[src/pkg/evt_unit_cfg.svh]
`ifndef EVT_UNIT_CFG_SVH
`define EVT_UNIT_CFG_SVH
// register byte offsets
`define OFS_SR 12'h000
`define OFS_EVB 12'h004
`define OFS_SSP 12'h008
`define OFS_DRSR 12'h00C
`define OFS_DRAR 12'h010
`define OFS_CAUSE 12'h014
// status register fields
`define SR_GM 16
`define SR_IM0 17
`define SR_EM 21
`define SR_MODE_LO 22
`define SR_MODE_HI 24
`define SR_DM 26
`define SR_DF 27
`define SR_MODE_MSK 32'h01C0_0000
`define SR_DF_MSK 32'h0800_0000
// reset values
`define SR_RST 32'h0061_0000
`define EVB_RST 32'h0000_0000
`define SSP_RST 32'h0000_0000
// event vector layout
`define EV_NUM 10
`define EV_FIXED 4'd5
`define EV_EXC 4'd9
`define SCALL_OFS 14'h0100
`define WORDS_BASE 4'h2
`define WORDS_INT 4'h8
`endif

[src/pkg/evt_unit_pkg.sv]
package evt_unit_pkg;
    typedef enum logic [1:0] {
        ST_IDLE = 2'b00,
        ST_PUSH = 2'b01,
        ST_POP = 2'b10
    } fsm_t;
    typedef enum logic [2:0] {
        MODE_APP = 3'b000,
        MODE_SUP = 3'b001,
        MODE_INTERRUPT_LEVEL0 = 3'b010,
        MODE_INTERRUPT_LEVEL1 = 3'b011,
        MODE_INTERRUPT_LEVEL2 = 3'b100,
        MODE_INTERRUPT_LEVEL3 = 3'b101,
        MODE_EXC = 3'b110,
        MODE_NMI = 3'b111
    } mode_t;
endpackage

[src/rtl/evt_prio_pick.sv]
`timescale 1ns/10ps
`include "evt_unit_cfg.svh"
module evt_prio_pick
(
    // eligible requests, bit 0 most urgent
    input wire logic [`EV_NUM-1:0] req,
    // winner
    output logic [3:0] idx,
    output logic any
);
    always_comb
    begin
        idx = 4'h0;
        any = 1'b0;
        // downward scan so the lowest set bit wins
        for (int i = `EV_NUM - 1; i >= 0; i--)
        begin
            if (req[i])
            begin
                idx = 4'(i);
                any = 1'b1;
            end
        end
    end
endmodule

[src/rtl/ctx_stack_seq.sv]
`timescale 1ns/10ps
module ctx_stack_seq
(
    // clock and reset
    input wire logic pclk,
    input wire logic presetn,
    // control
    input wire logic start,
    input wire logic pop,
    input wire logic [3:0] nwords,
    input wire logic [31:0] sp,
    input wire logic ack,
    // progress
    output logic busy,
    output logic [2:0] idx,
    output logic [31:0] addr,
    output logic done,
    output logic [31:0] sp_next
);
    logic busy_q;
    logic pop_q;
    logic [3:0] cnt_q;
    logic [3:0] n_q;
    logic last;

    assign last = (cnt_q == n_q - 4'h1);
    assign busy = busy_q;
    assign done = busy_q & ack & last;
    // pops walk the words back in reverse order
    assign idx = pop_q ? 3'(n_q - 4'h1 - cnt_q) : cnt_q[2:0];
    assign addr = pop_q ? sp + {26'h0, cnt_q, 2'b00} : sp - {26'h0, cnt_q + 4'h1, 2'b00};
    assign sp_next = pop_q ? sp + {26'h0, n_q, 2'b00} : sp - {26'h0, n_q, 2'b00};

    always_ff @(posedge pclk or negedge presetn)
    begin
        if (!presetn)
        begin
            busy_q <= 1'b0;
            pop_q <= 1'b0;
            cnt_q <= 4'h0;
            n_q <= 4'h1;
        end
        else if (start)
        begin
            busy_q <= 1'b1;
            pop_q <= pop;
            cnt_q <= 4'h0;
            n_q <= nwords;
        end
        else if (busy_q & ack)
        begin
            busy_q <= ~last;
            cnt_q <= cnt_q + 4'h1;
        end
    end
endmodule

[src/rtl/evt_unit.sv]
`timescale 1ns/10ps
`include "evt_unit_cfg.svh"
module evt_unit
    import evt_unit_pkg::*;
(
    // clock and reset
    input wire logic pclk,
    input wire logic presetn,
    // apb slave
    input wire logic psel,
    input wire logic penable,
    input wire logic pwrite,
    input wire logic [11:0] paddr,
    input wire logic [31:0] pwdata,
    output logic [31:0] prdata,
    output logic pready,
    output logic pslverr,
    // event sources
    input wire logic unrec_req,
    input wire logic multihit_req,
    input wire logic bus_err_d_req,
    input wire logic bus_err_i_req,
    input wire logic nmi_req,
    input wire logic [3:0] int_req,
    input wire logic [13:0] ivec_offset,
    input wire logic exc_old_req,
    input wire logic [13:0] exc_old_offset,
    input wire logic exc_young_req,
    input wire logic [13:0] exc_young_offset,
    output logic [`EV_NUM-1:0] ev_ack,
    // core instructions and context
    input wire logic scall_req,
    input wire logic rete_req,
    input wire logic rets_req,
    input wire logic retd_req,
    input wire logic dbg_req,
    input wire logic [31:0] dbg_vector,
    input wire logic [31:0] ctx_pc,
    input wire logic [31:0] gpr_in [6],
    output logic op_ack,
    output logic core_stall,
    output logic pc_load,
    output logic [31:0] pc_out,
    output logic gpr_load,
    output logic [31:0] gpr_out [6],
    output logic [2:0] bank_sel,
    output logic [31:0] sr_out,
    // system stack port
    output logic stk_req,
    output logic stk_we,
    output logic [31:0] stk_addr,
    output logic [31:0] stk_wdata,
    input wire logic stk_ack,
    input wire logic [31:0] stk_rdata
);
    fsm_t st_q;
    fsm_t st_d;
    logic [31:0] sr_q;
    logic [31:0] event_vector_base_q;
    logic [31:0] ssp_q;
    logic [31:0] drsr_q;
    logic [31:0] drar_q;
    logic [31:0] nsr_q;
    logic [31:0] tgt_q;
    logic [31:0] ret_pc_q;
    logic [3:0] nwords_q;
    logic [3:0] last_idx_q;
    logic [31:0] pop_w_q [8];
    logic pc_load_q;
    logic [31:0] pc_out_q;
    logic gpr_load_q;
    logic [31:0] prdata_q;
    logic hit_q;

    function automatic logic [31:0] vec_or(input logic [31:0] base, input logic [13:0] ofs);
        return base | {18'h0, ofs};
    endfunction

    function automatic logic [31:0] sr_accept(input logic [31:0] sr, input logic [3:0] idx);
        logic [31:0] s;
        s = sr;
        if (idx < `EV_FIXED || idx == `EV_EXC)
        begin
            s[`SR_EM] = 1'b1;
            s[`SR_GM] = 1'b1;
        end
        for (int j = 0; j < 4; j++)
        begin
            if (idx < `EV_FIXED || 4'(j) <= (4'd8 - idx))
                s[`SR_IM0 + j] = (idx == `EV_EXC) ? s[`SR_IM0 + j] : 1'b1;
        end
        if (idx == 4'd4)
            s[`SR_MODE_HI:`SR_MODE_LO] = MODE_NMI;
        else if (idx < `EV_FIXED || idx == `EV_EXC)
            s[`SR_MODE_HI:`SR_MODE_LO] = MODE_EXC;
        else
            s[`SR_MODE_HI:`SR_MODE_LO] = 3'(MODE_INTERRUPT_LEVEL0 + 3'(4'd8 - idx));
        return s;
    endfunction

    // status fields
    wire sr_gm = sr_q[`SR_GM];
    wire sr_em = sr_q[`SR_EM];
    wire sr_dm = sr_q[`SR_DM];
    wire sr_df = sr_q[`SR_DF];
    wire [3:0] ilm = sr_q[`SR_IM0+3:`SR_IM0];
    wire [2:0] cur_mode = sr_q[`SR_MODE_HI:`SR_MODE_LO];
    wire cur_int = (cur_mode >= MODE_INTERRUPT_LEVEL0) && (cur_mode <= MODE_INTERRUPT_LEVEL3);

    wire [13:0] exc_ofs = exc_old_req ? exc_old_offset : exc_young_offset;
    wire exc_any = exc_old_req | exc_young_req;

    wire [`EV_NUM-1:0] raw_req = {exc_any, int_req[0], int_req[1], int_req[2], int_req[3],
                                  nmi_req, bus_err_i_req, bus_err_d_req, multihit_req, unrec_req};
    // an interrupt masks only equal or lower levels, so higher levels preempt
    wire [`EV_NUM-1:0] unmask = {~sr_em, ~sr_gm & ~ilm[0], ~sr_gm & ~ilm[1],
                                 ~sr_gm & ~ilm[2], ~sr_gm & ~ilm[3], 5'h1F};
    wire [`EV_NUM-1:0] elig = raw_req & unmask;
    logic [3:0] win_idx;
    logic win_any;

    evt_prio_pick u_pick
    (
        .req(elig),
        .idx(win_idx),
        .any(win_any)
    );

    // request arbitration, debug stop ranks first
    wire idle = (st_q == ST_IDLE);
    wire dbg_go = idle & dbg_req & ~sr_dm & ~sr_df;
    wire ev_go = idle & ~dbg_go & win_any;
    wire free1 = idle & ~dbg_go & ~win_any;
    wire retd_go = free1 & sr_df & retd_req;
    wire sc_go = free1 & ~retd_go & scall_req;
    wire rete_go = free1 & ~retd_go & ~scall_req & rete_req;
    wire rets_go = free1 & ~retd_go & ~scall_req & ~rete_req & rets_req;
    wire push_go = ev_go | sc_go;
    wire pop_go = rete_go | rets_go;
    wire ev_is_int = (win_idx >= `EV_FIXED) && (win_idx < `EV_EXC);

    wire [13:0] ev_ofs = (win_idx < `EV_FIXED) ? {8'h00, win_idx, 2'b00} :
                         (win_idx == `EV_EXC) ? exc_ofs : ivec_offset;
    // supervisor call entry on a wide slot
    wire [13:0] push_ofs = ev_go ? ev_ofs : `SCALL_OFS;
    wire [31:0] push_tgt = vec_or(event_vector_base_q, push_ofs);
    wire [31:0] sc_sr = (sr_q & ~`SR_MODE_MSK) | {7'h0, MODE_SUP, 22'h0};
    wire [31:0] push_sr = ev_go ? sr_accept(sr_q, win_idx) : sc_sr;
    // six more words for interrupt levels
    wire [3:0] push_n = (ev_go && ev_is_int) ? `WORDS_INT : `WORDS_BASE;
    // pop six more words out of an interrupt level
    wire [3:0] pop_n = (rete_go && cur_int) ? `WORDS_INT : `WORDS_BASE;
    // debug flag raised on entry
    // flag at 27, mode at 24:22, level masks at 20:17; exception mask kept
    wire [31:0] dbg_sr = (sr_q & ~`SR_MODE_MSK) | {4'h0, 1'b1, 2'h0, MODE_EXC, 1'b0, 4'hF, 17'h0};

    logic seq_busy;
    logic [2:0] seq_idx;
    logic [31:0] seq_addr;
    logic seq_done;
    logic [31:0] seq_sp;

    // stack walk for status and pc
    ctx_stack_seq u_seq
    (
        .pclk(pclk),
        .presetn(presetn),
        .start(push_go | pop_go),
        .pop(pop_go),
        .nwords(push_go ? push_n : pop_n),
        .sp(ssp_q),
        .ack(stk_ack),
        .busy(seq_busy),
        .idx(seq_idx),
        .addr(seq_addr),
        .done(seq_done),
        .sp_next(seq_sp)
    );

    // word 0 status, 1 return pc, 2..7 r8..r12 and link
    wire [2:0] gpr_idx = 3'(seq_idx - 3'd2);
    wire [31:0] push_word = (seq_idx == 3'd0) ? sr_q : (seq_idx == 3'd1) ? ret_pc_q : gpr_in[gpr_idx];
    wire push_end = seq_done & (st_q == ST_PUSH);
    wire pop_end = seq_done & (st_q == ST_POP);

    assign st_d = push_go ? ST_PUSH : pop_go ? ST_POP : seq_done ? ST_IDLE : st_q;

    always_ff @(posedge pclk or negedge presetn)
    begin
        if (!presetn)
        begin
            st_q <= ST_IDLE;
            nsr_q <= 32'h0000_0000;
            tgt_q <= 32'h0000_0000;
            ret_pc_q <= 32'h0000_0000;
            nwords_q <= `WORDS_BASE;
            last_idx_q <= 4'h0;
        end
        else
        begin
            st_q <= st_d;
            if (push_go)
            begin
                nsr_q <= push_sr;
                tgt_q <= push_tgt;
                ret_pc_q <= ctx_pc;
                nwords_q <= push_n;
            end
            else if (pop_go)
                nwords_q <= pop_n;
            if (ev_go)
                last_idx_q <= win_idx;
        end
    end

    always_ff @(posedge pclk)
    begin
        if (seq_busy && stk_ack && st_q == ST_POP)
            pop_w_q[seq_idx] <= stk_rdata;
    end

    // apb decode
    wire apb_wr = psel & penable & pwrite;
    wire sel_sr = (paddr == `OFS_SR);
    wire sel_evb = (paddr == `OFS_EVB);
    wire sel_ssp = (paddr == `OFS_SSP);
    wire sel_drsr = (paddr == `OFS_DRSR);
    wire sel_drar = (paddr == `OFS_DRAR);
    wire sel_cause = (paddr == `OFS_CAUSE);
    wire addr_hit = sel_sr | sel_evb | sel_ssp | sel_drsr | sel_drar | sel_cause;
    wire [31:0] cause_val = {26'h0, st_q, last_idx_q};
    wire [31:0] rd_mux = sel_sr ? sr_q : sel_evb ? event_vector_base_q : sel_ssp ? ssp_q : sel_drsr ? drsr_q :
                         sel_drar ? drar_q : sel_cause ? cause_val : 32'h0000_0000;
    // mode bits writable only in debug mode
    wire [31:0] sr_keep = sr_df ? `SR_DF_MSK : (`SR_DF_MSK | `SR_MODE_MSK);
    wire [31:0] sr_wval = (pwdata & ~sr_keep) | (sr_q & sr_keep);

    // hardware updates win over a software write in the same cycle
    always_ff @(posedge pclk or negedge presetn)
    begin
        if (!presetn)
            sr_q <= `SR_RST;
        else if (dbg_go)
            sr_q <= dbg_sr;
        else if (retd_go)
            sr_q <= drsr_q;
        // mode and masks take effect after save
        else if (push_end)
            sr_q <= nsr_q;
        else if (pop_end)
            sr_q <= stk_rdata;
        else if (apb_wr && sel_sr)
            sr_q <= sr_wval;
    end

    always_ff @(posedge pclk or negedge presetn)
    begin
        if (!presetn)
        begin
            event_vector_base_q <= `EVB_RST;
            ssp_q <= `SSP_RST;
            drsr_q <= 32'h0000_0000;
            drar_q <= 32'h0000_0000;
        end
        else
        begin
            if (apb_wr && sel_evb)
                event_vector_base_q <= pwdata;
            if (seq_done)
                ssp_q <= seq_sp;
            else if (apb_wr && sel_ssp)
                ssp_q <= pwdata;
            // debug context kept off the stack
            if (dbg_go)
            begin
                drsr_q <= sr_q;
                drar_q <= ctx_pc;
            end
            else
            begin
                if (apb_wr && sel_drsr)
                    drsr_q <= pwdata;
                if (apb_wr && sel_drar)
                    drar_q <= pwdata;
            end
        end
    end

    always_ff @(posedge pclk or negedge presetn)
    begin
        if (!presetn)
        begin
            pc_load_q <= 1'b0;
            pc_out_q <= 32'h0000_0000;
            gpr_load_q <= 1'b0;
            prdata_q <= 32'h0000_0000;
            hit_q <= 1'b0;
        end
        else
        begin
            pc_load_q <= dbg_go | retd_go | seq_done;
            if (dbg_go)
                pc_out_q <= dbg_vector;
            else if (retd_go)
                pc_out_q <= drar_q;
            else if (push_end)
                pc_out_q <= tgt_q;
            else if (pop_end)
                pc_out_q <= pop_w_q[1];
            gpr_load_q <= pop_end & (nwords_q == `WORDS_INT);
            // read data captured in the setup cycle, zero wait access
            if (psel && !penable)
            begin
                prdata_q <= rd_mux;
                hit_q <= addr_hit;
            end
        end
    end

    // ack tells the holding source it was taken
    assign ev_ack = ev_go ? (`EV_NUM'(1) << win_idx) : '0;
    assign op_ack = sc_go | rete_go | rets_go | retd_go | dbg_go;
    assign core_stall = ~idle;
    assign pc_load = pc_load_q;
    assign pc_out = pc_out_q;
    assign gpr_load = gpr_load_q;
    for (genvar g = 0; g < 6; g++)
    begin : g_gpr
        assign gpr_out[g] = pop_w_q[g + 2];
    end
    assign bank_sel = cur_mode;
    assign sr_out = sr_q;
    assign stk_req = seq_busy;
    assign stk_we = seq_busy & (st_q == ST_PUSH);
    assign stk_addr = seq_addr;
    assign stk_wdata = push_word;
    assign prdata = prdata_q;
    assign pready = 1'b1;
    assign pslverr = psel & penable & ~hit_q;
endmodule

[config.mk]
export PLATFORM = sky130hd
export DESIGN_NAME = evt_unit
export DESIGN_NICKNAME = d
export VERILOG_FILES = /design/src/pkg/evt_unit_pkg.sv /design/src/rtl/evt_prio_pick.sv /design/src/rtl/ctx_stack_seq.sv /design/src/rtl/evt_unit.sv
export VERILOG_INCLUDE_DIRS = /design/src /design/src/pkg
export SDC_FILE = /design/constraint.sdc
export NUM_CORES = 1
export LEC_CHECK = 0
export BUFFER_PORTS_ARGS = -buffer_cell sky130_fd_sc_hd__buf_2
export CAP_MARGIN = 20
export CELL_PAD_IN_SITES_DETAIL_PLACEMENT = 2
export CELL_PAD_IN_SITES_GLOBAL_PLACEMENT = 2
export CORE_UTILIZATION = 33
export DETAILED_ROUTE_END_ITERATION = 8
export PLACE_DENSITY_LB_ADDON = 0.05
export SLEW_MARGIN = 10
export SYNTH_ARGS = -nofsm -noshare
export SYNTH_HDL_FRONTEND = slang
export SYNTH_HIERARCHICAL = 1
export SYNTH_SLANG_ARGS = --single-unit
[constraint.sdc]
create_clock -name pclk -period 5.8 [get_ports pclk]
set_clock_uncertainty 0.15 [all_clocks]
set_input_delay 0.58 -clock pclk [delete_from_list [all_inputs] [get_ports pclk]]
set_output_delay 0.58 -clock pclk [all_outputs]
set_load 0.02 [all_outputs]
Yosys cells after proc, flatten, opt, wreduce, memory -nomap -nowiden
Memories as Yosys holds them, arrays and structs flattened.
Cells that the tools add are included.
Storage, ports and cells
  output and inout bits: 373
  bits of input ports: 396
  word-level logic and storage cells: 233
  memories kept: 1
  RAM bits: 256
  flip-flop bits (word level): 343
Memories
  pop_w_q: depth 8, bits a word 32, rd ports 7, clocked after memory_dff 0, wr ports 1, line evt_unit.sv:68  | logic [31:0] pop_w_q [8];
Cells by class
  bitwise gates (word level): 65
  $lt $le $gt $ge: 10
  shift-type cells: 1
  add/sub/neg operators: 10
  reductions and logical operators: 31
  equal/unequal tests: 12
  muxes and demuxes: 82
Operators by type and width (count)
  32-bit 2-to-1 mux: 25
  32-bit binary-select mux with 3-bit select: 1
  4-bit 2-to-1 mux: 17
  32-bit by 6-bit adder with 32-bit output: 2
  32-bit by 6-bit subtractor with 32-bit output: 2
  14-bit 2-to-1 mux: 4
  25-bit 2-to-1 mux: 2
  32-bit by 28-bit AND with 32-bit output: 1
  32-bit AND: 1
  28-bit NOT with 32-bit output: 1
  32-bit by 14-bit OR with 32-bit output: 1
  32-bit OR: 1
  28-bit 2-to-1 mux: 1
  1-bit AND: 27
  12-bit by 4-bit equality test with 1-bit output (second input constant): 2
  12-bit by 5-bit equality test with 1-bit output (second input constant): 2
  1-bit 2-to-1 mux: 24
  1-bit NOT: 16
  1-bit OR: 15
  12-bit by 3-bit equality test with 1-bit output (second input constant): 1
  1-bit logical AND: 12
  12-bit logical NOT: 1
  10-bit AND: 1
  10-bit 2-to-1 mux: 1
  other kinds (34): 50

Depth between registers and ports, before layout
  depth after elaboration: 25
  gate-level depth with buffers: 16
  gate-level depth less buffers: 14

Cells and area by module
Netlist, hierarchy kept.
By module, submodules not included
  evt_unit: instances 1, cells an instance 2510, sequential area each 15014.4 µm², area an instance 26265.2 µm²
  ctx_stack_seq: instances 1, cells an instance 535, sequential area each 251.5 µm², area an instance 3943.8 µm²
  evt_prio_pick: instances 1, cells an instance 18, sequential area each 0.0 µm², area an instance 101.3 µm²

Least setup slack after synthesis
Ideal clock, no wire load.
  kind: register to output
  start point: register u_seq.cnt_q[2]
  end point: output stk_addr[28]
  data arrival time: 3797 ps
  slack: 1273 ps
  path buffers: 2
  stages on the path, launching flop included: 14
  cell sequence: dfrtp_1 -> clkbuf_1 -> nand3_1 -> xor2_1 -> a31oi_1 -> ha_1 -> buf_6 -> a2111oi_4 -> o21ai_2 -> nand4b_1 -> a31oi_1 -> o41ai_1 -> o21ai_1 -> xnor2_1
On the way
  cells in the longest elaborated chain, start to end: 3
  elaborated cells on any way between the ends: 4
  classes of those cells: add/sub (3); mux (1)
RTL lines
  start: declaration: line ctx_stack_seq.sv:22  | logic [3:0] cnt_q;
  start signal: assignment: line ctx_stack_seq.sv:53  | cnt_q <= cnt_q + 4'h1;
  4-bit by 1-bit adder with 4-bit output: line ctx_stack_seq.sv:31  | assign addr = pop_q ? sp + {26'h0, cnt_q, 2'b00} : sp - {26'h0, cnt_q + 4'h1, 2'b00};
  32-bit by 6-bit subtractor with 32-bit output: line ctx_stack_seq.sv:31
  32-bit 2-to-1 mux *: line ctx_stack_seq.sv:31
  end: declaration: line evt_unit.sv:51  | output logic [31:0] stk_addr,
Mark *: on every way between the ends. The rest lies on a longest branch, timed or not.

Final worst setup path
Same ends and word-level chain as after synthesis.

==> metrics.cfg <==
[worst_setup_path]
required_ns=5.07
reg2reg_depth=13
critPathMaxFanout=9
path_class=flop to primary output
end_kind=primary output
cp-start-kind=flop
crit_arrival_ns=4.72

[power]
peakVddDrop_mv=0.414
p_leak_nw=16.7
power_density_nw_per_um2=593
power_mw=22.2

[synth]
synth-main-ff-cell=dfrtp_1
synth_mux_area_share_pct=7.62
synth_simple_gate_area_share_pct=15.6
synth_xor_area_share_pct=2.02
synth_edf_count=224
synth-async-reset-ratio_pct=60.4
ys_warn_count=6
synth_top_family_by_area=compound AO/OA/AOI/OAI gates
ys_seq_area_share_pct=50.4
synth-seq-cells=565
syn_area_per_cell_um2=9.90
yosys.cell_types.count=90
netlist_instances=3063
synthAdderAreaFrac_pct=3.29
synth_area_um2=30300
synth-compound-area-share_pct=16.8

[drt]
vias=28500
dr_wl_met3_um=8420
via_per_inst=5.75
wire_per_inst_um=31.1
route.met2.wl_um=74100
drc=0
highest_layer=met5
drtIter0Drc=1904
routed_wl_um=154000
ant_nets=0
drt-met1-wl_um=68100
drtPass1Iterations=8

[clocking]
cts_setup_buffers=0
cts.path.max_buffers=3
root_buffer=clkbuf_16
clk_latency_ns=0.63
clkTransAtPathRegs_ns=0.06
cts_tree=done
cts_buffers=68
htreeDepth=3
cts_sinks=565

[global_routing]
grt_max_degree=135
grt_pass1_wl_um=222000
antenna_found_initial=16
grt_overflow=0
grt_pass1_vias=30400
grt_use_total_pct=32.4

[placement]
io_buffers=767
place_area_um2=35100
hpwl_um=118000
globalplace.congestion=0.919
dp.cells=4818
pre_cts_slack_ns=0.847

[sta]
fmax_ghz=0.183
min_period_over_period_pct=94.0
fin_crit_ns=5.45
relSlewSlack_pct=21.5
finalSetupTns_ns=0
finalMaxSlewViolations=0
hold_viol_final=0
rsz0062_at_grt=no
finalSetupViolCount=0
setup_ws_ns=0.349
whs_ns=0.0333
tightest_slew_ns=1.18

[finish]
final_common_cell=buf_2
postLayoutCellArea_um2=37500
layout-drive-gt1-share_pct=28.3
fin_nets=4188
post-route-util_pct=41.4
fill_cells=9775
instances_no_fill=4954
final_cell_mix=buf_2 (766), nand2_1 (544), dfrtp_1 (336), nor2_1 (261), edfxtp_1 (224)
layout-area-overhead-vs-synth_pct=23.7

[die]
die_h_um=305
start_util_pct=33.5
coreArea_um2=90600
die_w_um=305
row_count=110
die_area_um2=93100
pin_count=769

[run_status]
outcome=finished, final reports clean

[run]
maxCapViolations=0

[worst_hold_path]
hold-path-cell-count=3
hold_class=input port to flop

[layer usage]
layer | track usage (%) | up-vias
met5 | 0 | -
met4 | 8.20 | 2
met3 | 4.73 | 166
met2 | 54.4 | 993
met1 | 43.8 | 14900
li1 | - | 12400
[cells by family (layout without fill, tap and decap cells)]
kind of cell    Yosys count  after routing
other cells               2             11
flops                   565            565
compound gates          779            779
xor+xnor                 70             70
fa+ha+maj                78             78
mux                     184            184
simple gates           1088           1088
buf+inv                 297           1003
[layout make-up]
class                      count  area [um2]  area share, %
sequential                   565       15300           40.7
multi-input combinational   2202       13900           37.0
inverter                      53         199          0.531
tap                         1176        1470           3.93
antenna                        8        20.0         0.0534
clock inverter                38         489           1.31
timing repair buffer         824        4320           11.5
clock buffer                  88        1840           4.90
[worst paths after layout]
check                                to            from  slack (ns)
max reg2reg                u_seq/n_q[3]      sr_out[20]        1.41
min                        ret_pc_q[25]      ctx_pc[25]        0.03
max in group asynchronous    sr_out[15]         presetn        3.59
min in group asynchronous     drar_q[4]         presetn        0.46
min reg2reg                ret_pc_q[21]    ret_pc_q[21]        0.33
max                        stk_addr[28]  u_seq/cnt_q[2]        0.35
[Yosys cell counts (43+ instances only)]
cell type	n	area share [%]
nand3_1	58	0.96
mux2_2	52	1.9
buf_2	45	0.74
clkbuf_1	160	2.0
o21ai_0	174	2.9
ha_1	75	3.1
dfrtp_1	336	28
nor2_1	264	3.3
a31oi_1	79	1.6
mux2i_1	98	3.2
a21oi_1	206	3.4
edfxtp_1	224	22
nand2_1	545	6.7
nor2b_1	43	0.89
nor3_1	72	1.2
inv_1	52	0.64
[timing repair]
action | in CTS | in global routing
setup endpoints to repair | 0 | 1
gates resized for setup | 0 | 1
hold buffers | 1 | 0
endpoints found under the hold margin | 99 | 0
[worst max-delay path, cell delays in order, from the launching register on]
cell and delay, ns:
dfrtp_1 0.58, nand3_1 0.22, xor2_1 0.21, ha_1 0.24, nor2_2 0.38, ha_1 0.40
a21oi_1 0.35, nand2_1 0.14, nand4b_1 0.15, a31oi_1 0.21, o41ai_1 0.65, o21ai_1 0.18
xnor2_1 0.21, buf_2 0.20
[flip-flops by register name (all words and copies together), names as in the netlist, 4 cells and up]
name	count
u_seq/n_q	4
nsr_q	32
sr_out	32
drsr_q	32
ret_pc_q	32
ssp_q	32
tgt_q	32
pop_w_q	224
last_idx_q	4
u_seq/cnt_q	4
event_vector_base_q	32
prdata	32
drar_q	32
pc_out	32
[power breakdown]
part	total (mW)	internal, mW	switching (mW)
clock network	4.54	2.67	1.87
logic	11.4	4.00	7.39
registers	6.29	5.05	1.24
total	22.2	11.7	10.5
(Power assumes the default switching activity.)
